**src/hdl/tsd_pkg.sv**
```systemverilog
// Constants, carrier types and helpers of the tagged subtract and unsigned divide unit.
// Summary of operation
// - Tagged subtract with cc takes src_reg_a minus register or sign-extended immediate.
// - Tag overflow when either operand has bit 1 or 0 set, or 32-bit overflow.
// - Tagged subtract with cc sets cc32 overflow exactly to the tag overflow.
// - Other cc32 bits and all cc64 bits follow a plain subtract.
// - Register form of tagged subtracts with instruction bits 12:5 nonzero is a bad opcode.
// - Trapping tagged subtract with tag overflow faults and writes nothing.
// - Trapping tagged subtract without tag overflow writes difference and clears cc32 overflow.
// - Both divide opcodes perform 64-by-32 unsigned division giving a 32-bit quotient.
// - Dividend is upper word over src_reg_a low word; divisor is low word of operand.
// - Inexact quotients are truncated toward zero.
// - Quotient of two to the 32nd or more writes the saturated value.
// - A quotient that fits is zero-extended to 64 bits.
// - Upper word register content after a divide is arbitrary.
// - Plain divide leaves all condition codes unchanged.
// - Divide with cc sets codes from the saturated result, clearing carries and cc64 overflow.
// - Register form of divides with instruction bits 12:5 nonzero is a bad opcode.
package tsd_pkg;

  localparam logic [5:0]  TSD_OP_TSUBCC  = 6'h21;
  localparam logic [5:0]  TSD_OP_TSUBTV  = 6'h23;
  localparam logic [5:0]  TSD_OP_UDIV    = 6'h0e;
  localparam logic [5:0]  TSD_OP_UDIVCC  = 6'h1e;
  localparam int          TSD_IMM_W      = 13;
  localparam int          TSD_RSV_MSB    = 12;
  localparam int          TSD_RSV_LSB    = 5;
  localparam int          TSD_DIV_STEPS  = 32;
  localparam logic [63:0] TSD_DIV_SAT    = 64'h0000_0000_ffff_ffff;

  localparam logic [7:0]  TSD_REG_CTRL   = 8'h00;
  localparam logic [7:0]  TSD_REG_STATUS = 8'h04;
  localparam logic [7:0]  TSD_REG_COUNT  = 8'h08;
  localparam logic [2:0]  TSD_HSIZE_WORD = 3'h2;
  localparam logic        TSD_CTRL_EN_RST = 1'h1;
  localparam int          TSD_ST_BUSY    = 0;
  localparam int          TSD_ST_BAD     = 1;
  localparam int          TSD_ST_TAG     = 2;
  localparam int          TSD_ST_ZDIV    = 3;
  localparam int          TSD_ST_QOVF    = 4;
  localparam int          TSD_ST_CC      = 8;

  typedef enum logic [1:0] {
    TSD_IDLE = 2'b00,
    TSD_DIV  = 2'b01
  } tsd_phase_t;

  typedef struct packed {
    logic n;
    logic z;
    logic v;
    logic c;
  } tsd_cc_t;

  typedef struct packed {
    tsd_cc_t x;
    tsd_cc_t i;
  } tsd_ccr_t;

  typedef struct packed {
    logic [5:0]           opx;
    logic                 imm_sel;
    logic [TSD_IMM_W-1:0] instr_lo;
    logic [63:0]          a;
    logic [63:0]          b;
    logic [31:0]          upper;
  } tsd_issue_t;

  typedef struct packed {
    logic        dest_we;
    logic [63:0] dest;
    logic        cc_we;
    tsd_ccr_t    ccr;
    logic        upper_we;
    logic [31:0] upper;
    logic        bad_opcode;
    logic        tag_ovf;
    logic        zero_div;
  } tsd_result_t;

  function automatic logic [63:0] tsd_sext_imm(input logic [TSD_IMM_W-1:0] imm);
    return {{(64-TSD_IMM_W){imm[TSD_IMM_W-1]}}, imm};
  endfunction

  function automatic logic tsd_bad_fmt(input logic imm_sel, input logic [TSD_IMM_W-1:0] lo);
    return !imm_sel && (|lo[TSD_RSV_MSB:TSD_RSV_LSB]);
  endfunction

endpackage

```
**src/hdl/tsd_tsub.sv**
```systemverilog
// Subtractor producing the difference, plain subtract codes and the tag overflow flag.
`timescale 1ns/1ps
`default_nettype none
module tsd_tsub
  import tsd_pkg::*;
(
  input  wire logic [63:0] a,
  input  wire logic [63:0] b,
  output logic [63:0]      diff,
  output tsd_ccr_t         ccr,
  output logic             tag_ovf
);
  logic [64:0] full;

  always_comb begin
    full   = {1'b0, a} - {1'b0, b};
    diff   = full[63:0];
    ccr.x.n = diff[63];
    ccr.x.z = (diff == '0);
    ccr.x.v = (a[63] ^ b[63]) & (diff[63] ^ a[63]);
    ccr.x.c = full[64];
    ccr.i.n = diff[31];
    ccr.i.z = (diff[31:0] == '0);
    ccr.i.v = (a[31] ^ b[31]) & (diff[31] ^ a[31]);
    ccr.i.c = (a[31:0] < b[31:0]);
    tag_ovf = (|a[1:0]) | (|b[1:0]) | ccr.i.v;
  end
endmodule // tsd_tsub
`default_nettype wire

```
**src/hdl/tsd_udiv.sv**
```systemverilog
// Sequential restoring divider, 64-bit dividend by 32-bit divisor.
`timescale 1ns/1ps
`default_nettype none
module tsd_udiv
  import tsd_pkg::*;
#(
  parameter int STEPS = TSD_DIV_STEPS
)
(
  input  wire logic        mclk,
  input  wire logic        nrst,
  input  wire logic        start,
  input  wire logic [63:0] dividend,
  input  wire logic [31:0] divisor,
  output logic             done,
  output logic [31:0]      quot,
  output logic [31:0]      rem,
  output logic             ovf
);
  typedef struct packed {
    logic        busy;
    logic        done;
    logic        ovf;
    logic [5:0]  cnt;
    logic [31:0] rem;
    logic [31:0] quo;
    logic [31:0] dvs;
  } tsd_udiv_st_t;

  tsd_udiv_st_t st;
  tsd_udiv_st_t next_st;

  // The quotient fits in 32 bits only if the upper word is below the divisor,
  // so overflow is known before any step and costs no iterations.
  always_comb begin
    logic [32:0] trial;
    trial = {st.rem, st.quo[31]};
    next_st = st;
    next_st.done = 1'b0;
    if (start && !st.busy) begin
      next_st.busy = 1'b1;
      next_st.ovf  = (dividend[63:32] >= divisor);
      next_st.cnt  = next_st.ovf ? 6'h0 : 6'(STEPS);
      next_st.rem  = dividend[63:32];
      next_st.quo  = dividend[31:0];
      next_st.dvs  = divisor;
    end else if (st.busy) begin
      if (st.cnt == 6'h0) begin
        next_st.busy = 1'b0;
        next_st.done = 1'b1;
      end else begin
        next_st.cnt = st.cnt - 6'h1;
        // Restoring steps drop the remainder, so the quotient truncates.
        if (trial >= {1'b0, st.dvs}) begin
          next_st.rem = 32'(trial - {1'b0, st.dvs});
          next_st.quo = {st.quo[30:0], 1'b1};
        end else begin
          next_st.rem = trial[31:0];
          next_st.quo = {st.quo[30:0], 1'b0};
        end
      end
    end
  end

  always_ff @(posedge mclk) begin
    if (!nrst) begin
      st <= '0;
    end else begin
      st <= next_st;
    end
  end

  assign done = st.done;
  assign quot = st.quo;
  assign rem  = st.rem;
  assign ovf  = st.ovf;
endmodule // tsd_udiv
`default_nettype wire

```
**src/hdl/tsd_unit.sv**
```systemverilog
// Tagged subtract and unsigned divide execution unit with its AHB-Lite register slave.
//
// Chosen here: the AHB-Lite interface to the registers and the address map.
`timescale 1ns/1ps
`default_nettype none
module tsd_unit
  import tsd_pkg::*;
(
  input  wire logic        mclk,
  input  wire logic        nrst,
  input  wire tsd_issue_t  issue,
  input  wire logic        issue_valid,
  output logic             issue_ready,
  output tsd_result_t      res,
  output logic             res_valid,
  input  wire logic        hsel,
  input  wire logic [31:0] haddr,
  input  wire logic [1:0]  htrans,
  input  wire logic        hwrite,
  input  wire logic [2:0]  hsize,
  input  wire logic [31:0] hwdata,
  input  wire logic        hready,
  output logic             hreadyout,
  output logic             hresp,
  output logic [31:0]      hrdata
);
  typedef struct packed {
    tsd_phase_t  phase;
    logic [5:0]  op;
    logic        qovf;
    logic        res_valid;
    tsd_result_t res;
    logic        en;
    logic [3:0]  flt;
    logic [31:0] count;
    logic        wr_pend;
    logic [7:0]  wr_addr;
    logic [31:0] hrdata;
  } tsd_unit_st_t;

  tsd_unit_st_t st;
  tsd_unit_st_t next_st;

  logic [63:0] b_op;
  logic [63:0] sub_diff;
  tsd_ccr_t    sub_ccr;
  logic        sub_tag;
  logic        legal;
  logic        take;
  logic        is_tsub;
  logic        is_div;
  logic        div_start;
  logic        div_done;
  logic [31:0] div_quot;
  logic [31:0] div_rem;
  logic        div_ovf;
  logic        bus_sel;

  assign b_op    = issue.imm_sel ? tsd_sext_imm(issue.instr_lo) : issue.b;
  assign legal   = !tsd_bad_fmt(issue.imm_sel, issue.instr_lo);
  assign is_tsub = (issue.opx == TSD_OP_TSUBCC) || (issue.opx == TSD_OP_TSUBTV);
  assign is_div  = (issue.opx == TSD_OP_UDIV) || (issue.opx == TSD_OP_UDIVCC);
  assign issue_ready = st.en && (st.phase == TSD_IDLE);
  assign take    = issue_valid && issue_ready;
  assign bus_sel = hsel && hready && htrans[1];

  tsd_tsub u_tsub (
    .a       (issue.a),
    .b       (b_op),
    .diff    (sub_diff),
    .ccr     (sub_ccr),
    .tag_ovf (sub_tag)
  );

  tsd_udiv #(
    .STEPS (TSD_DIV_STEPS)
  ) u_udiv (
    .mclk     (mclk),
    .nrst     (nrst),
    .start    (div_start),
    .dividend ({issue.upper, issue.a[31:0]}),
    .divisor  (b_op[31:0]),
    .done     (div_done),
    .quot     (div_quot),
    .rem      (div_rem),
    .ovf      (div_ovf)
  );

  always_comb begin
    logic [63:0] q;
    logic [31:0] rd;
    q  = '0;
    rd = '0;
    next_st = st;
    next_st.res_valid = 1'b0;
    div_start = 1'b0;
    if (take) begin
      next_st.op   = issue.opx;
      next_st.res  = '0;
      next_st.qovf = 1'b0;
      case (issue.opx)
        TSD_OP_TSUBCC, TSD_OP_TSUBTV: begin
          next_st.res_valid = 1'b1;
          if (!legal) begin
            next_st.res.bad_opcode = 1'b1;
          end else if (issue.opx == TSD_OP_TSUBTV && sub_tag) begin
            next_st.res.tag_ovf = 1'b1;
          end else begin
            next_st.res.dest_we = 1'b1;
            next_st.res.dest    = sub_diff;
            next_st.res.cc_we   = 1'b1;
            next_st.res.ccr     = sub_ccr;
            // Only cc32 overflow carries the tag condition; it is clear for the trap form.
            next_st.res.ccr.i.v = (issue.opx == TSD_OP_TSUBCC) && sub_tag;
            if (issue.opx == TSD_OP_TSUBTV) begin
              next_st.res.ccr.i.v = 1'b0;
            end
          end
        end
        TSD_OP_UDIV, TSD_OP_UDIVCC: begin
          if (!legal) begin
            next_st.res.bad_opcode = 1'b1;
            next_st.res_valid      = 1'b1;
          end else if (b_op[31:0] == '0) begin
            next_st.res.zero_div = 1'b1;
            next_st.res_valid    = 1'b1;
          end else begin
            div_start     = 1'b1;
            next_st.phase = TSD_DIV;
          end
        end
        default: begin
          // Opcodes of other units are absorbed with an empty result.
          next_st.res_valid = 1'b1;
        end
      endcase
    end else if (st.phase == TSD_DIV && div_done) begin
      q = div_ovf ? TSD_DIV_SAT : {32'h0, div_quot};
      next_st.phase        = TSD_IDLE;
      next_st.qovf         = div_ovf;
      next_st.res_valid    = 1'b1;
      next_st.res.dest_we  = 1'b1;
      next_st.res.dest     = q;
      // The partial remainder is left in the upper word; callers may not use it.
      next_st.res.upper_we = 1'b1;
      next_st.res.upper    = div_rem;
      if (st.op == TSD_OP_UDIVCC) begin
        next_st.res.cc_we   = 1'b1;
        next_st.res.ccr.i.n = q[31];
        next_st.res.ccr.i.z = (q[31:0] == '0);
        next_st.res.ccr.i.v = div_ovf;
        next_st.res.ccr.i.c = 1'b0;
        next_st.res.ccr.x.n = q[63];
        next_st.res.ccr.x.z = (q == '0);
        next_st.res.ccr.x.v = 1'b0;
        next_st.res.ccr.x.c = 1'b0;
      end else begin
        next_st.res.cc_we = 1'b0;
      end
    end

    if (next_st.res_valid) begin
      next_st.flt = {next_st.qovf, next_st.res.zero_div,
                     next_st.res.tag_ovf, next_st.res.bad_opcode};
    end

    // Data phase of a bus write. A completion in the same cycle still counts.
    if (st.wr_pend) begin
      if (st.wr_addr == TSD_REG_CTRL) begin
        next_st.en = hwdata[0];
      end else if (st.wr_addr == TSD_REG_COUNT) begin
        next_st.count = '0;
      end
    end
    if (next_st.res_valid) begin
      next_st.count = next_st.count + 32'h1;
    end

    // Address phase. Reads see this cycle's write, so no stale word follows a write.
    next_st.wr_pend = bus_sel && hwrite && (hsize == TSD_HSIZE_WORD);
    next_st.wr_addr = haddr[7:0];
    if (bus_sel && !hwrite) begin
      case (haddr[7:0])
        TSD_REG_CTRL: begin
          rd[0] = next_st.en;
        end
        TSD_REG_STATUS: begin
          rd[TSD_ST_BUSY]     = (st.phase == TSD_DIV);
          rd[TSD_ST_BAD]      = next_st.flt[0];
          rd[TSD_ST_TAG]      = next_st.flt[1];
          rd[TSD_ST_ZDIV]     = next_st.flt[2];
          rd[TSD_ST_QOVF]     = next_st.flt[3];
          rd[TSD_ST_CC +: 8]  = next_st.res.ccr;
        end
        TSD_REG_COUNT: begin
          rd = next_st.count;
        end
        default: begin
          rd = '0;
        end
      endcase
      next_st.hrdata = rd;
    end
  end

  always_ff @(posedge mclk) begin
    if (!nrst) begin
      st    <= '0;
      st.en <= TSD_CTRL_EN_RST;
    end else begin
      st <= next_st;
    end
  end

  assign res       = st.res;
  assign res_valid = st.res_valid;
  assign hrdata    = st.hrdata;
  assign hreadyout = 1'b1;
  assign hresp     = 1'b0;
endmodule // tsd_unit
`default_nettype wire

```
**config.mk**
```make
export PLATFORM = sky130hd
export DESIGN_NAME = tsd_unit
export DESIGN_NICKNAME = d
export VERILOG_FILES = /design/src/hdl/tsd_pkg.sv /design/src/hdl/tsd_tsub.sv /design/src/hdl/tsd_udiv.sv /design/src/hdl/tsd_unit.sv
export SDC_FILE = /design/constraint.sdc
export NUM_CORES = 1
export LEC_CHECK = 0
export BUFFER_PORTS_ARGS = -buffer_cell sky130_fd_sc_hd__buf_2
export CAP_MARGIN = 0
export CORE_UTILIZATION = 51
export CTS_CLUSTER_DIAMETER = 40
export CTS_CLUSTER_SIZE = 20
export DETAILED_ROUTE_END_ITERATION = 8
export PLACE_DENSITY = 0.78
export SETUP_SLACK_MARGIN = 0.3
export SYNTH_ARGS = -nofsm -noshare
export SYNTH_HDL_FRONTEND = slang
export SYNTH_SLANG_ARGS = --single-unit
```
**constraint.sdc**
```tcl
create_clock -name mclk -period 5 [get_ports mclk]
set_input_delay 0.5 -clock mclk [delete_from_list [all_inputs] [get_ports mclk]]
set_output_delay 0.5 -clock mclk [all_outputs]
set_load 0.1 [all_outputs]
```
== Word-level counts from Yosys, hierarchy flattened ==
Index checks and enable logic that the tools add are counted.

* Order comparisons: 3
* Multiplexer cells: 50
* Eq/ne operators: 14
* Bitwise gates (word level): 10
* Add/subtract/negate cells: 4
* Reduce and logical (&&, ||, !) cells: 36

{| class="wikitable"
|+ Operator list
! kind !! number
|-
| $mux 74 || 3
|-
| $mux 109 || 2
|-
| $mux 70 || 3
|-
| $mux 32 || 5
|-
| $logic_not 64->1 || 2
|-
| $mux 64 || 2
|-
| $logic_not 32->1 || 3
|-
| $sub 64x64->65 || 1
|-
| $ge 33x32->1 || 1
|-
| $add 32x1->32 const B || 1
|-
| $ge 32x32->1 || 1
|-
| $lt 32x32->1 || 1
|-
| $sub 32x32->32 || 1
|-
| $mux 1 || 19
|-
| $eq 8x4->1 const B || 2
|-
| $logic_not 8->1 || 2
|-
| $mux 16 || 1
|-
| $pmux 8 s2 || 1
|-
| $mux 2 || 7
|-
| $eq 6x5->1 const B || 2
|-
| $eq 6x6->1 const B || 2
|-
| $logic_and 1x1->1 || 12
|-
| $reduce_or 2->1 || 5
|-
| $eq 8x3->1 const B || 1
|-
| 25 further kinds || 37
|}

* Output and inout port bits: 146
* Register bits: 303

== Depth between registers and ports, before layout ==
* Depth in word-level cells: 13
* Depth in mapped cells: 22
* Gate-level depth less buffers: 15

== Cells and area by module ==
A second synthesis with hierarchy kept.

* Cells, all modules: 2886
* Area total of the unflattened synthesis: 21640.8 sq um

{| class="wikitable"
|+ By module, submodules not included
! module !! times used !! cells each !! seq. area each (sq um) !! area an instance (sq um)
|-
| tsd_unit || 1 || 1177 || 3923.8 || 9516.6
|-
| tsd_udiv || 1 || 1001 || 2102.0 || 7611.0
|-
| tsd_tsub || 1 || 708 || 0.0 || 4513.1
|}

== Least setup slack after synthesis ==
OpenSTA, ideal clock, no wires.

* Path kind: input to register
* From: in issue[173] (netlist name)
* To: reg st (netlist bit hrdata[14])
* Stages: 22
* Setup time: 0.079 ns
* Slack: -0.440 ns
* Arrival time: 5.361 ns
* Cells stage by stage: buf_6 buf_4 clkbuf_1 and2_1 clkbuf_1 clkbuf_1 buf_1 a21oi_1 ha_1 buf_2 nand4_1 or3_1 or3_1 nor3_1 nand3_1 a211o_1 a31oi_1 xor2_1 or4b_1 nor4_1 a21boi_1 o221ai_2

* Cells in the longest elaborated chain, start to end: 11

{| class="wikitable"
|+ RTL lines
! item !! line !! source
|-
| from (decl) || tsd_unit.sv:11 || <nowiki>input wire tsd_issue_t issue,</nowiki>
|-
| $mux 64 || tsd_unit.sv:59 || <nowiki>assign b_op = issue.imm_sel ? tsd_sext_imm(issue.instr_lo) : issue.b;</nowiki>
|-
| $sub 64x64->65 || tsd_tsub.sv:16 || <nowiki>full = {1'b0, a} - {1'b0, b};</nowiki>
|-
| $xor 1x1->1 || tsd_tsub.sv:24 || <nowiki>ccr.i.v = (a[31] ^ b[31]) & (diff[31] ^ a[31]);</nowiki>
|-
| $and 1x1->1 || tsd_tsub.sv:24 ||
|-
| $or 1x1->1 || tsd_tsub.sv:26 || <nowiki>tag_ovf = (|a[1:0]) | (|b[1:0]) | ccr.i.v;</nowiki>
|-
| $logic_and 1x1->1 || tsd_unit.sv:106 || <nowiki>end else if (issue.opx == TSD_OP_TSUBTV && sub_tag) begin</nowiki>
|-
| $mux 74 || tsd_unit.sv:106 ||
|-
| $mux 74 || tsd_unit.sv:104 || <nowiki>if (!legal) begin</nowiki>
|-
| $mux 74 || tsd_unit.sv:101 || <nowiki>case (issue.opx)</nowiki>
|-
| $mux 109 * || tsd_unit.sv:97 || <nowiki>if (take) begin</nowiki>
|-
| $pmux 8 s2 * || tsd_unit.sv:183 || <nowiki>case (haddr[7:0])</nowiki>
|-
| to (signal assigned) || tsd_unit.sv:211 || <nowiki>st <= next_st;</nowiki>
|-
| to (decl) || tsd_unit.sv:41 || <nowiki>tsd_unit_st_t st;</nowiki>
|}

Mark *: on every way between the ends. The rest lies on a longest branch, timed or not.
A chain may end at the register's enable or synchronous reset.

== Final worst setup path ==
Ends and elaborated chain as after synthesis.

==> flow_metrics.tcl <==
set metrics [dict create \
    status "completed" \
    synthXorXnorAreaFrac_pct 4.38 \
    area_growth_pct 16.5 \
    via_per_inst 6.11 \
    clk_pin_slew_worst_paths_ns 0.07 \
    hold_path_depth 2 \
    h-tree-depth 2 \
    avgRoutedWirePerCell_um 21.3 \
    crit_start "issue[173]" \
    reg2reg_slack_ns 0.95 \
    synth_area_leaders "dfxtp_1 (29%), ha_1 (8.3%), a21oi_1 (7.8%)" \
    antenna_cells 0 \
    crit_arrival_ns 5.04 \
    drt-pass1-iter-count 6 \
    wirelength_um 74800 \
    numCtsBuffers 45 \
    tightest_slew_ns 1.02 \
    hold_end "st[33]$_SDFF_PN0_" \
    num_vias 21411 \
    clock_latency_ns 0.59 \
    yosys.area.top_type_share_pct 29.3 \
    die_area_sq_um 41200 \
    die_w_um 203 \
    drt_iter0_markers 1974 \
    finalSetupViolCount 0 \
    cts_tree "built" \
    ir_drop_mv 0.262 \
    muxShareOfSynthArea_pct 1.31 \
    grt_pass1_wl_um 114000 \
    cts.sinks 301 \
    postSynthAreaPerCell_sq_um 7.59 \
    maxSlewHeadroom_pct 32.1 \
    ys_warn_count 0 \
    core_region_area_sq_um 39700 \
    final_cell_area_sq_um 24000 \
    synth_seq_area_share_pct 29.3 \
    fillers 3633 \
    synth-async-reset-ratio_pct 0 \
    powerDensity_nw_per_um2 304 \
    slew_violations 0 \
    synth-simple-area-share_pct 21.6 \
    dpl_cell_area_sq_um 22400 \
    finClkSkew_ns 0.0158 \
    finalHoldViolations 0 \
    start_util_pct 51.8 \
    grt_setup_unrepaired "false" \
    startpoint_type "primary input" \
    end_kind "register" \
    drc_errors 0 \
    hold_class "in2reg" \
    synth_top_family_by_area "compound AO/OA/AOI/OAI gates" \
    cts_hold_buf 0 \
    ys_types 98 \
    fin_crit_ns 4.54 \
    track_usage_pct 35.3 \
    antenna_found_initial 1 \
    hp-start "haddr[1]" \
    r2r_end "u_udiv.rem[25]$_SDFFE_PN0P_" \
    ys_ff_latch 301 \
    ctsLongestPathBuffers 3 \
    drive_above_1_share_pct 21.0 \
    yosys_most_used_dff "dfxtp_1" \
    gp_congestion 1.03 \
    post-route-period-util_pct 90.8 \
    max_freq_mhz 220 \
    syn_nets 3104 \
    synth-edff-count 0 \
    setup_ws_ns 0.462 \
    synth_compound_area_share_pct 25.5 \
    r2r_cells 13 \
    io_buffers 342 \
    dp.final_hpwl_um 58100 \
    timing.rr.start "u_udiv.quot[31]$_SDFFE_PN0P_" \
    io-pin-count 401 \
    syn-cell-area_sq_um 20600 \
    synth-adder-area-share_pct 8.46 \
    p_leak_nw 9.93 \
    die_h_um 203 \
    ant_nets 0 \
    post-place-ws_ns -0.478 \
    netlist_instances 2711 \
    grt_max_degree 90 \
    first_global_vias 20310 \
    cap_violations 0 \
    required_ns 5.50 \
    yosys.area.top_type "dfxtp_1" \
    root_buffer "clkbuf_16" \
    total_power_mw 7.29 \
    core.rowCount 73 \
    critPathMaxFanout 9 \
    worstSetupPathType "in2reg" \
    nNetsFinal 3336 \
    grt_overflow_total 0 \
]
==> synthesized netlist by cell type, types with 7 or more instances <==
cell,instances
buf_1,15
buf_4,146
o22ai_1,12
a22oi_1,59
nand4_1,57
clkbuf_1,118
o21ai_0,135
a21boi_0,10
nor2b_1,23
a21o_1,40
or2_2,7
xnor2_1,48
and2_1,31
nand2_1,320
o21a_1,22
a22o_1,9
mux2i_1,21
a211oi_1,54
ha_1,136
or3_1,15
nor4_1,30
nand2b_1,19
and3_1,12
buf_2,11
nand3b_1,7
o21ai_1,13
o22a_1,13
o211ai_1,16
nor2_1,253
a21oi_1,321
o31ai_1,15
nor3_1,59
a31oi_1,30
xor2_1,55
nand3_1,67
inv_1,67
dfxtp_1,301
==> cells in the final DEF, fill, tap and decap left out, types with 67 or more instances in the layout <==
cell	netlist	final
ha_1	136	136
nand2_1	320	318
o21ai_0	135	135
a21oi_1	321	317
nand3_1	67	67
buf_4	146	132
inv_1	67	67
dfxtp_1	301	301
buf_2	11	342
nor2_1	253	251
==> worst max path at each step <==
stage,cells past startpoint,to,slack (ns)
detailed placement,18,hrdata[14]$_SDFFE_PN0P_,-0.48
global placement,18,hrdata[14]$_SDFFE_PN0P_,-0.51
global route,18,hrdata[14]$_SDFFE_PN0P_,0.31
finish,18,hrdata[14]$_SDFFE_PN0P_,0.46
CTS,20,hrdata[14]$_SDFFE_PN0P_,0.42
floorplan,22,hrdata[14]$_SDFFE_PN0P_,0.31
==> sequential cells by signal (all words and copies together) (netlist names) <==
name,flops
u_udiv.rem,32
u_udiv.quot,32
res_valid,1
res,110
u_udiv.st,39
hrdata,32
u_udiv.done,1
u_udiv.ovf,1
st,53
==> critical path, stage by stage <==
cell,delay (ns)
buf_2,0.12
clkinv_1,0.20
buf_4,0.24
buf_12,0.14
a21oi_1,0.36
ha_1,0.36
nand4_1,0.27
nor2_1,0.30
nand3_1,0.12
a31oi_1,0.29
o22ai_1,0.15
a211o_1,0.36
a31oi_2,0.25
xor2_1,0.18
or4b_1,0.54
nor4_1,0.32
a21boi_1,0.15
o221ai_2,0.16
==> layer usage <==
metal / vias up / global-route usage (%) / share of wire (%)
li1: 10095 / - / -
met1: 10147 / 47.5 / 42
met2: 997 / 54.5 / 44
met3: 172 / 6.90 / 9.5
met4: 0 / 16.1 / 4.2
met5: - / 0 / 0
==> cell families (layout without fill, tap and decap cells) <==
| group | count (synthesis) | in the layout |
|---|---|---|
| other | 2 | 2 |
| DFF | 301 | 301 |
| AOI/OAI and AO/OA | 836 | 836 |
| buffers and inverters | 362 | 631 |
| xor gates and xnor gates | 103 | 103 |
| muxes | 26 | 26 |
| adders and majority gates | 138 | 138 |
| and+or+nand+nor | 943 | 943 |
==> stage by stage <==
stage                     setup TNS (ns)  hold WS, ns  cells  utilization (%)
after floorplan                        0        0.417   2711                -
after global placement             -1.26        0.433   3421             56.4
after detailed placement           -1.20        0.442   3421             56.4
after CTS                              0        0.115   3505             60.3
after global routing                   0        0.132   3505             60.4
final                                  0        0.140   3505             60.4
==> cell type report <==
cell class,instances,area (sq um),share of cell area (%)
Clock inverter,36,388,1.62
Tap cell,525,657,2.74
Timing Repair Buffer,478,2780,11.6
Sequential cell,301,6030,25.1
Clock buffer,48,1150,4.78
Multi-Input combinational cell,2048,12700,53.0
Inverter,69,262,1.09
==> power breakdown <==
group          switching, mW  internal (mW)  leakage [nW]
clock network           1.40           1.77         0.748
logic                   1.07          0.632          6.76
registers             0.0108           2.41          2.43
total                   2.48           4.82          9.93
==> what timing repair did <==
item                       CTS  global route
resized for setup            3            10
pin swaps                    0             1
setup endpoints to repair    2             2
setup buffers                0             0
Power figures use the tool's default switching activity.
